**config.mk**
```make
export PLATFORM = sky130hd
export DESIGN_NAME = suart_core
export DESIGN_NICKNAME = d
export VERILOG_FILES = /design/src/core/suart_pkg.sv /design/src/core/suart_core.sv
export SDC_FILE = /design/constraint.sdc
export NUM_CORES = 1
export LEC_CHECK = 0
export ABC_AREA = 1
export BUFFER_PORTS_ARGS = -buffer_cell sky130_fd_sc_hd__buf_2
export CAP_MARGIN = 20
export CORE_MARGIN = 2
export CORE_UTILIZATION = 45
export CTS_CLUSTER_DIAMETER = 30
export DETAILED_ROUTE_END_ITERATION = 7
export GPL_TIMING_DRIVEN = 0
export MAX_ROUTING_LAYER = met4
export PLACE_DENSITY = 0.73
export SYNTH_ARGS = -nofsm -noshare
export SYNTH_HDL_FRONTEND = slang
export SYNTH_SLANG_ARGS = --single-unit
```
**constraint.sdc**
```tcl
create_clock -name clk_sys_i -period 2.1 [get_ports clk_sys_i]
set_input_delay 0.315 -clock clk_sys_i [delete_from_list [all_inputs] [get_ports clk_sys_i]]
set_output_delay 0.315 -clock clk_sys_i [all_outputs]
set_load 0.05 [all_outputs]
```
**src/core/suart_pkg.sv**
```systemverilog
/*
  Package for the serial port engine: register offsets, control field
  positions, reset values, mode codes, timing counts and state types.
  Assumes a single 200 MHz system clock that also serves as CPU clock.
*/
`default_nettype none
package suart_pkg;

  localparam int CLK_MHZ = 200;
  localparam int ADDR_W = 2;

  // register offsets
  localparam logic [1:0] OFS_CTRL = 2'h0;
  localparam logic [1:0] OFS_DATA = 2'h1;
  localparam logic [1:0] OFS_PWR = 2'h2;

  // control and power register field positions
  localparam int BIT_MODE_HI = 7;
  localparam int BIT_MODE_LO = 6;
  localparam int BIT_MPF = 5;
  localparam int BIT_REN = 4;
  localparam int BIT_TX9 = 3;
  localparam int BIT_RX9 = 2;
  localparam int BIT_TXDONE = 1;
  localparam int BIT_RXDONE = 0;
  localparam int BIT_DOUBLER = 7;

  // reset values
  localparam logic [7:0] RST_CTRL = 8'h00;
  localparam logic [7:0] RST_DATA = 8'h00;
  localparam logic RST_DOUBLER = 1'b0;

  // serial modes
  localparam logic [1:0] MODE_SHIFT = 2'h0;
  localparam logic [1:0] MODE_UART8 = 2'h1;
  localparam logic [1:0] MODE_FIXED9 = 2'h2;
  localparam logic [1:0] MODE_VAR9 = 2'h3;

  // machine cycle: six states, one clock each
  localparam logic [2:0] MC_LAST = 3'h5;
  localparam logic [2:0] MC_S1 = 3'h0;
  localparam logic [2:0] MC_S5 = 3'h4;
  localparam logic [2:0] MC_S6 = 3'h5;

  // oversampling counter
  localparam logic [3:0] OS_LAST = 4'hf;
  localparam logic [3:0] OS_SAMPLE_A = 4'h7;
  localparam logic [3:0] OS_SAMPLE_B = 4'h8;
  localparam logic [3:0] OS_SAMPLE_C = 4'h9;

  // shift counts
  localparam logic [3:0] SH_LAST_8 = 4'h7;
  localparam logic [3:0] SH_LAST_9 = 4'h8;
  localparam logic [3:0] RX_LAST_IDX = 4'h9;
  localparam logic [7:0] RX0_PRELOAD = 8'hfe;
  localparam logic [8:0] RXA_PRELOAD = 9'h1ff;

  typedef enum logic [1:0] {
    SUART_TX_IDLE = 2'b00,
    SUART_TX_ARM = 2'b01,
    SUART_TX_START = 2'b11,
    SUART_TX_DATA = 2'b10
  } suart_tx_st_t;

  typedef enum logic [1:0] {
    SUART_RX_HUNT = 2'b00,
    SUART_RX_ARM = 2'b01,
    SUART_RX_SHIFT = 2'b11,
    SUART_RX_BITS = 2'b10
  } suart_rx_st_t;

endpackage
`default_nettype wire

```
**src/core/suart_core.sv**
```systemverilog
/*
  Serial port engine: shift-register mode, 8-bit and 9-bit asynchronous
  modes, with control, data and power registers on a plain register port.
  Assumes the baud timer lives outside and delivers a one-cycle overflow
  pulse on the system clock; all register strobes are one cycle long.
*/
`timescale 1ns/1ps
`default_nettype none

module suart_core
  import suart_pkg::*;
(
  input wire logic clk_sys_i,
  input wire logic rst_n_i,
  input wire logic [ADDR_W-1:0] reg_addr_i,
  input wire logic [7:0] reg_wdata_i,
  input wire logic reg_wr_i,
  input wire logic reg_rd_i,
  output logic [7:0] reg_rdata_o,
  input wire logic baud_timer_ovf_i,
  input wire logic rxd_i,
  output logic rxd_o,
  output logic rxd_oe_o,
  output logic txd_o
);

  logic [1:0] mode_reg;
  logic mp_filter_reg;
  logic rx_en_reg;
  logic tx_ninth_reg;
  logic rx_ninth_reg;
  logic tx_done_reg;
  logic rx_done_reg;
  logic baud_doubler_reg;
  logic [7:0] rx_buf_reg;

  logic [2:0] mc_reg;
  logic os_half_reg;
  logic [3:0] os_cnt_reg;
  logic rxd_s1_reg, rxd_s2_reg, rxd_s3_reg, rxd_lvl_reg;
  logic prev_lvl_reg;

  suart_tx_st_t tx_st_reg;
  logic [8:0] tx_sr_reg;
  logic [3:0] tx_shifts_reg;
  // set when the request missed the current S6, so one whole machine cycle passes
  logic tx_skip_reg;

  suart_rx_st_t rx_st_reg;
  logic [7:0] rx0_sr_reg;
  logic [8:0] rxa_sr_reg;
  logic [3:0] rx_idx_reg;
  logic rx_skip_reg;
  logic samp_a_reg, samp_b_reg;
  logic rx0_samp_reg;

  logic wr_ctrl, wr_data, wr_pwr;
  logic is_shift_mode;
  logic s6, os_src, os_tick, roll;
  logic rx_edge, maj;
  logic tx_done_set, rx_done_set;
  logic rx_load;
  logic [7:0] rx_load_data;
  logic rx_ninth_set, rx_ninth_val;
  logic [7:0] rx0_next;
  logic [7:0] rx0_rev;
  logic tx_last;

  assign wr_ctrl = reg_wr_i && (reg_addr_i == OFS_CTRL);
  assign wr_data = reg_wr_i && (reg_addr_i == OFS_DATA);
  assign wr_pwr = reg_wr_i && (reg_addr_i == OFS_PWR);
  assign is_shift_mode = (mode_reg == MODE_SHIFT);
  assign s6 = (mc_reg == MC_S6);

  // machine cycle states, S1 = 0 .. S6 = 5
  always_ff @(posedge clk_sys_i) begin
    if (!rst_n_i) begin
      mc_reg <= MC_S1;
    end else if (mc_reg == MC_LAST) begin
      mc_reg <= MC_S1;
    end else begin
      mc_reg <= mc_reg + 3'h1;
    end
  end

  // oversampling tick source
  always_comb begin
    os_src = (mode_reg == MODE_FIXED9) ? 1'b1 : baud_timer_ovf_i;
    os_tick = os_src && (baud_doubler_reg || os_half_reg);
  end

  always_ff @(posedge clk_sys_i) begin
    if (!rst_n_i) begin
      os_half_reg <= 1'b0;
    end else if (os_src) begin
      os_half_reg <= ~os_half_reg;
    end
  end

  // pin synchroniser; level accepted when stages two and three agree
  always_ff @(posedge clk_sys_i) begin
    if (!rst_n_i) begin
      rxd_s1_reg <= 1'b1;
      rxd_s2_reg <= 1'b1;
      rxd_s3_reg <= 1'b1;
      rxd_lvl_reg <= 1'b1;
    end else begin
      rxd_s1_reg <= rxd_i;
      rxd_s2_reg <= rxd_s1_reg;
      rxd_s3_reg <= rxd_s2_reg;
      if (rxd_s2_reg == rxd_s3_reg) begin
        rxd_lvl_reg <= rxd_s3_reg;
      end
    end
  end

  always_ff @(posedge clk_sys_i) begin
    if (!rst_n_i) begin
      prev_lvl_reg <= 1'b1;
    end else if (os_tick) begin
      prev_lvl_reg <= rxd_lvl_reg;
    end
  end

  assign rx_edge = os_tick && prev_lvl_reg && !rxd_lvl_reg && !is_shift_mode
    && rx_en_reg && (rx_st_reg == SUART_RX_HUNT);
  assign roll = os_tick && (os_cnt_reg == OS_LAST);

  // divide-by-16 counter, realigned by a start edge
  always_ff @(posedge clk_sys_i) begin
    if (!rst_n_i) begin
      os_cnt_reg <= 4'h0;
    end else if (rx_edge) begin
      os_cnt_reg <= 4'h0;
    end else if (os_tick) begin
      os_cnt_reg <= os_cnt_reg + 4'h1;
    end
  end

  // ---------------- transmit ----------------
  always_comb begin
    if (mode_reg == MODE_FIXED9 || mode_reg == MODE_VAR9) begin
      tx_last = (tx_shifts_reg == SH_LAST_9);
    end else begin
      tx_last = (tx_shifts_reg == SH_LAST_8);
    end
  end

  always_ff @(posedge clk_sys_i) begin
    if (!rst_n_i) begin
      tx_st_reg <= SUART_TX_IDLE;
      tx_sr_reg <= 9'h1ff;
      tx_shifts_reg <= 4'h0;
      tx_skip_reg <= 1'b0;
    end else if (wr_data) begin
      tx_st_reg <= SUART_TX_ARM;
      tx_skip_reg <= !s6;
      tx_shifts_reg <= 4'h0;
      if (mode_reg == MODE_FIXED9 || mode_reg == MODE_VAR9) begin
        tx_sr_reg <= {tx_ninth_reg, reg_wdata_i};
      end else begin
        tx_sr_reg <= {1'b1, reg_wdata_i};
      end
    end else begin
      case (tx_st_reg)
        SUART_TX_IDLE: begin
          tx_shifts_reg <= 4'h0;
        end
        SUART_TX_ARM: begin
          if (is_shift_mode && s6 && tx_skip_reg) begin
            tx_skip_reg <= 1'b0;
          end else if (is_shift_mode && s6) begin
            tx_st_reg <= SUART_TX_DATA;
          end else if (!is_shift_mode && roll) begin
            tx_st_reg <= SUART_TX_START;
          end
        end
        SUART_TX_START: begin
          if (roll) begin
            tx_st_reg <= SUART_TX_DATA;
          end
        end
        SUART_TX_DATA: begin
          if ((is_shift_mode && s6) || (!is_shift_mode && roll)) begin
            if (!is_shift_mode && mode_reg != MODE_UART8 && tx_shifts_reg == 4'h0) begin
              tx_sr_reg <= {1'b1, tx_sr_reg[8:1]};
            end else begin
              tx_sr_reg <= {1'b0, tx_sr_reg[8:1]};
            end
            tx_shifts_reg <= tx_shifts_reg + 4'h1;
            if (tx_last) begin
              tx_st_reg <= SUART_TX_IDLE;
            end
          end
        end
        default: begin
          tx_st_reg <= SUART_TX_IDLE;
        end
      endcase
    end
  end

  assign tx_done_set = (tx_st_reg == SUART_TX_DATA) && tx_last && !wr_data
    && ((is_shift_mode && s6) || (!is_shift_mode && roll));

  // ---------------- receive ----------------
  assign maj = (samp_a_reg & samp_b_reg) | (samp_a_reg & rxd_lvl_reg)
    | (samp_b_reg & rxd_lvl_reg);
  assign rx0_next = {rx0_sr_reg[6:0], rx0_samp_reg};

  // first bit in ends at the top; reverse so the buffer reads LSB first
  always_comb begin
    rx0_rev = 8'h00;
    for (int i = 0; i < 8; i++) begin
      rx0_rev[i] = rx0_next[7-i];
    end
  end

  always_ff @(posedge clk_sys_i) begin
    if (!rst_n_i) begin
      samp_a_reg <= 1'b1;
      samp_b_reg <= 1'b1;
    end else if (os_tick && os_cnt_reg == OS_SAMPLE_A) begin
      samp_a_reg <= rxd_lvl_reg;
    end else if (os_tick && os_cnt_reg == OS_SAMPLE_B) begin
      samp_b_reg <= rxd_lvl_reg;
    end
  end

  always_ff @(posedge clk_sys_i) begin
    if (!rst_n_i) begin
      rx0_samp_reg <= 1'b1;
    end else if (mc_reg == MC_S5) begin
      rx0_samp_reg <= rxd_lvl_reg;
    end
  end

  always_ff @(posedge clk_sys_i) begin
    if (!rst_n_i) begin
      rx_st_reg <= SUART_RX_HUNT;
      rx_skip_reg <= 1'b0;
      rx0_sr_reg <= RX0_PRELOAD;
      rxa_sr_reg <= RXA_PRELOAD;
      rx_idx_reg <= 4'h0;
    end else begin
      case (rx_st_reg)
        SUART_RX_HUNT: begin
          if (is_shift_mode && rx_en_reg && !rx_done_reg) begin
            rx_st_reg <= SUART_RX_ARM;
            rx_skip_reg <= !s6;
          end else if (rx_edge) begin
            rx_st_reg <= SUART_RX_BITS;
            rxa_sr_reg <= RXA_PRELOAD;
            rx_idx_reg <= 4'h0;
          end
        end
        SUART_RX_ARM: begin
          if (!is_shift_mode) begin
            rx_st_reg <= SUART_RX_HUNT;
          end else if (s6 && rx_skip_reg) begin
            rx_skip_reg <= 1'b0;
          end else if (s6) begin
            rx0_sr_reg <= RX0_PRELOAD;
            rx_st_reg <= SUART_RX_SHIFT;
          end
        end
        SUART_RX_SHIFT: begin
          if (!is_shift_mode) begin
            rx_st_reg <= SUART_RX_HUNT;
          end else if (s6) begin
            rx0_sr_reg <= rx0_next;
            if (!rx0_sr_reg[7]) begin
              rx_st_reg <= SUART_RX_HUNT;
            end
          end
        end
        SUART_RX_BITS: begin
          if (is_shift_mode) begin
            rx_st_reg <= SUART_RX_HUNT;
          end else if (os_tick && os_cnt_reg == OS_SAMPLE_C) begin
            rx_idx_reg <= rx_idx_reg + 4'h1;
            if (rx_idx_reg == 4'h0 && maj) begin
              rx_st_reg <= SUART_RX_HUNT;
            end else if (rx_idx_reg == RX_LAST_IDX) begin
              rx_st_reg <= SUART_RX_HUNT;
            end else begin
              rxa_sr_reg <= {maj, rxa_sr_reg[8:1]};
            end
          end
        end
        default: begin
          rx_st_reg <= SUART_RX_HUNT;
        end
      endcase
    end
  end

  // load decision, taken at the eighth shift-mode bit or at async bit index 9 (8-bit stop bit, 9-bit ninth data bit)
  always_comb begin
    rx_load = 1'b0;
    rx_load_data = rxa_sr_reg[8:1];
    rx_ninth_set = 1'b0;
    rx_ninth_val = maj;
    if (rx_st_reg == SUART_RX_SHIFT && is_shift_mode && s6 && !rx0_sr_reg[7]) begin
      rx_load = 1'b1;
      rx_load_data = rx0_rev;
    end else if (rx_st_reg == SUART_RX_BITS && !is_shift_mode && os_tick
        && os_cnt_reg == OS_SAMPLE_C && rx_idx_reg == RX_LAST_IDX) begin
      rx_load = !rx_done_reg && (!mp_filter_reg || maj);
      rx_ninth_set = rx_load;
    end
  end

  assign rx_done_set = rx_load;

  // ---------------- registers ----------------
  always_ff @(posedge clk_sys_i) begin
    if (!rst_n_i) begin
      mode_reg <= RST_CTRL[BIT_MODE_HI:BIT_MODE_LO];
      mp_filter_reg <= RST_CTRL[BIT_MPF];
      rx_en_reg <= RST_CTRL[BIT_REN];
      tx_ninth_reg <= RST_CTRL[BIT_TX9];
    end else if (wr_ctrl) begin
      mode_reg <= reg_wdata_i[BIT_MODE_HI:BIT_MODE_LO];
      mp_filter_reg <= reg_wdata_i[BIT_MPF];
      rx_en_reg <= reg_wdata_i[BIT_REN];
      tx_ninth_reg <= reg_wdata_i[BIT_TX9];
    end
  end

  // hardware set wins over a software clear in the same cycle
  always_ff @(posedge clk_sys_i) begin
    if (!rst_n_i) begin
      tx_done_reg <= RST_CTRL[BIT_TXDONE];
      rx_done_reg <= RST_CTRL[BIT_RXDONE];
    end else begin
      if (tx_done_set) begin
        tx_done_reg <= 1'b1;
      end else if (wr_ctrl) begin
        tx_done_reg <= reg_wdata_i[BIT_TXDONE];
      end
      if (rx_done_set) begin
        rx_done_reg <= 1'b1;
      end else if (wr_ctrl) begin
        rx_done_reg <= reg_wdata_i[BIT_RXDONE];
      end
    end
  end

  always_ff @(posedge clk_sys_i) begin
    if (!rst_n_i) begin
      rx_ninth_reg <= RST_CTRL[BIT_RX9];
    end else if (rx_ninth_set) begin
      rx_ninth_reg <= rx_ninth_val;
    end else if (wr_ctrl) begin
      rx_ninth_reg <= reg_wdata_i[BIT_RX9];
    end
  end

  always_ff @(posedge clk_sys_i) begin
    if (!rst_n_i) begin
      rx_buf_reg <= RST_DATA;
    end else if (rx_load) begin
      rx_buf_reg <= rx_load_data;
    end
  end

  always_ff @(posedge clk_sys_i) begin
    if (!rst_n_i) begin
      baud_doubler_reg <= RST_DOUBLER;
    end else if (wr_pwr) begin
      baud_doubler_reg <= reg_wdata_i[BIT_DOUBLER];
    end
  end

  always_ff @(posedge clk_sys_i) begin
    if (!rst_n_i) begin
      reg_rdata_o <= 8'h00;
    end else if (reg_rd_i) begin
      case (reg_addr_i)
        OFS_CTRL: begin
          reg_rdata_o <= {mode_reg, mp_filter_reg, rx_en_reg, tx_ninth_reg,
            rx_ninth_reg, tx_done_reg, rx_done_reg};
        end
        OFS_DATA: begin
          reg_rdata_o <= rx_buf_reg;
        end
        OFS_PWR: begin
          reg_rdata_o <= {baud_doubler_reg, 7'h00};
        end
        default: begin
          reg_rdata_o <= 8'h00;
        end
      endcase
    end
  end

  // ---------------- pins ----------------
  // shift clock computed for the next machine state so the pin lands on time
  logic sclk_next_low;
  logic shift_busy;
  assign sclk_next_low = (mc_reg == 3'h1) || (mc_reg == 3'h2) || (mc_reg == 3'h3);
  assign shift_busy = is_shift_mode
    && (tx_st_reg == SUART_TX_DATA || rx_st_reg == SUART_RX_SHIFT);

  always_ff @(posedge clk_sys_i) begin
    if (!rst_n_i) begin
      txd_o <= 1'b1;
    end else if (shift_busy) begin
      txd_o <= !sclk_next_low;
    end else if (!is_shift_mode && tx_st_reg == SUART_TX_START) begin
      txd_o <= 1'b0;
    end else if (!is_shift_mode && tx_st_reg == SUART_TX_DATA) begin
      txd_o <= tx_sr_reg[0];
    end else begin
      txd_o <= 1'b1;
    end
  end

  always_ff @(posedge clk_sys_i) begin
    if (!rst_n_i) begin
      rxd_o <= 1'b1;
      rxd_oe_o <= 1'b0;
    end else begin
      rxd_o <= tx_sr_reg[0];
      rxd_oe_o <= is_shift_mode && (tx_st_reg == SUART_TX_DATA);
    end
  end

endmodule

`default_nettype wire

```
==> metrics.yaml <==
layout.cells.most_common: "nand2_1"
antenna_found_initial: 0
antenna_cells: 0
place_congestion: 0.839
grt_pass1_vias: 3420
finalMaxSlewViolations: 0
insertion_delay_ns: 0.36
wl_per_cell_um: 13.4
gr-total-overflow: 0
stdcell_area_sq_um: 4580
syn_nets: 578
portBuffers: 25
dieArea_sq_um: 9920
dominantRegCellSynth: "dfxtp_1"
rows: 34
hold_viol: 0
final_cells: 698
fin_skew_ns: 0.0161
leakage_nw: 2.04
syn_to_final_growth_pct: 11.4
worst-setup-path-type: "flop to flop"
worstPathMaxFanout: 10
rsz0062_at_grt: "false"
design.core.area_sq_um: 8810
crit_required_ns: 2.36
setup_violations: 0
fin_crit_ns: 1.81
reg2reg_slack_ns: 0.29
largest_reg_flops: 9
viasPerCell: 5.24
finalSetupTns_ns: 0
grt_pass1_wl_um: 15800
cts_root_buffer: "clkbuf_8"
hold_ws_ns: 0.147
fp.dieW_um: 99.6
rr_worst_depth: 10
end_kind: "flop"
synth_cell_type_count: 42
clock.fmax_mhz: 554
clockBufferDepth: 2
cts_tree: "done"
ant_nets: 0
mostFrequentLayoutCells: "nand2_1, dfxtp_1, nor2_1"
multi_input_area_sq_um: 2070
fin_total_pwr_mw: 3.59
critPathLaunch: "os_cnt_reg[0]"
dp.cells: 682
fin_util_pct: 52.0
cts_sinks: 83
power_density_nw_per_um2: 783
start_util_pct: 46.7
synth-edff-count: 0
dpl_cell_area_sq_um: 4370
seq_area_frac_synth_pct: 40.4
final-seq-area_sq_um: 1660
drt_wl_total_um: 9340
min_path_type: "primary input to flop"
syn_avg_cell_area_sq_um: 7.49
crit_end: "tx_sr_reg[4]"
synth_seq_cells: 83
drive_gt1_share_pct: 16.1
cts_hold_buf: 0
ys.warnings.count: 0
synthArstFlopShare_pct: 0
vias: 3657
cts_buffers: 9
grt_max_degree: 16
grt_use_total_pct: 20.4
post_cts_resized: 0
htree_levels: 3
cts_setup_buffers: 0
first_iter_violations: 168
place_hpwl_um: 7100
worstReg2RegStart: "os_cnt_reg[0]"
pre_cts_slack_ns: 0.233
status: "completed"
synthCells: 549
dieHeight_um: 99.6
fin_ws_ns: 0.293
peakVddDrop_v: 0.000479
period_share_pct: 86.0
nFillCells: 854
relSlewSlack_pct: 58.3
drt-pass1-iter-count: 5
rr_endpoint: "tx_sr_reg[4]"
drc: 0
start_kind: "flop"
finish.net_count: 614
timing.max_cap.violations: 0
tightestPinTransition_ns: 0.625
syn_area_sq_um: 4110
io_pins: 27
path_clk_slew_ns: 0.09
arrival_ns: 2.07
## report_power, final
group / leakage, nW / switching, mW / internal, mW / total [mW]
clock network: 0.0995 / 0.607 / 0.592 / 1.20
logic: 1.27 / 0.450 / 0.207 / 0.657
registers: 0.677 / 0.0781 / 1.65 / 1.73
total: 2.04 / 1.13 / 2.45 / 3.59
## cells in the mapped netlist (7+ instances only)
master	number	share of area, %
nand3_1	31	3.8
o211ai_1	10	1.8
nand2_2	7	1.1
inv_2	7	0.64
dfxtp_1	83	40
nor3_1	7	0.85
nor2_1	67	6.1
inv_1	66	6.0
a21oi_1	40	4.9
nand2_1	109	10
o211ai_2	8	2.4
o21ai_0	38	4.6
or2_2	10	1.5
ha_1	13	4.0
## cells by family after synthesis
| kind of cell | count (synthesis) | share of synthesized area (%) |
|---|---|---|
| flip-flops | 83 | 40.4 |
| buffers and inverters | 87 | 9.16 |
| AO/OA/AOI/OAI | 108 | 16.1 |
| XOR/XNOR | 4 | 0.852 |
| AND/OR/NAND/NOR | 254 | 29.5 |
| adder cells (fa/ha/maj) | 13 | 3.96 |
## worst max-delay path, cell delays in order, from the launching register on
cell     delay, ns
dfxtp_1       0.41
ha_1          0.17
inv_1         0.06
nor2_1        0.20
nand4_1       0.18
nand2_2       0.14
nand2_2       0.10
nand2_4       0.14
inv_2         0.10
a21oi_1       0.15
nand2_1       0.06
## per-layer routing
metal | up-vias | part of all wire (%) | track usage [%]
met5 | - | 0 | -
met4 | 0 | 1.9 | 6.95
met3 | 18 | 5.4 | 3.87
met2 | 96 | 46 | 32.2
met1 | 1680 | 47 | 26.2
li1 | 1863 | - | -
## final cells by class
| cell class | instances | share of cell area, % |
|---|---|---|
| Clock inverter | 6 | 1.56 |
| Sequential cell | 83 | 36.3 |
| Clock buffer | 10 | 3.00 |
| Multi-Input combinational cell | 379 | 45.3 |
| Inverter | 73 | 5.98 |
| Tap cell | 108 | 2.95 |
| Buffer | 14 | 2.24 |
| Timing Repair Buffer | 25 | 2.73 |
## worst min path at each step
stage / start / endpoint / slack, ns / cells after the start
floorplan: rxd_s1_reg / rxd_s2_reg / 0.39 / 1
global placement: rxd_s1_reg / rxd_s2_reg / 0.40 / 1
detailed placement: rxd_s1_reg / rxd_s2_reg / 0.40 / 1
CTS: rxd_i / rxd_s1_reg / 0.14 / 2
global route: rxd_i / rxd_s1_reg / 0.14 / 2
finish: rxd_i / rxd_s1_reg / 0.15 / 2
No activity file was read; power rests on OpenSTA's default activity.
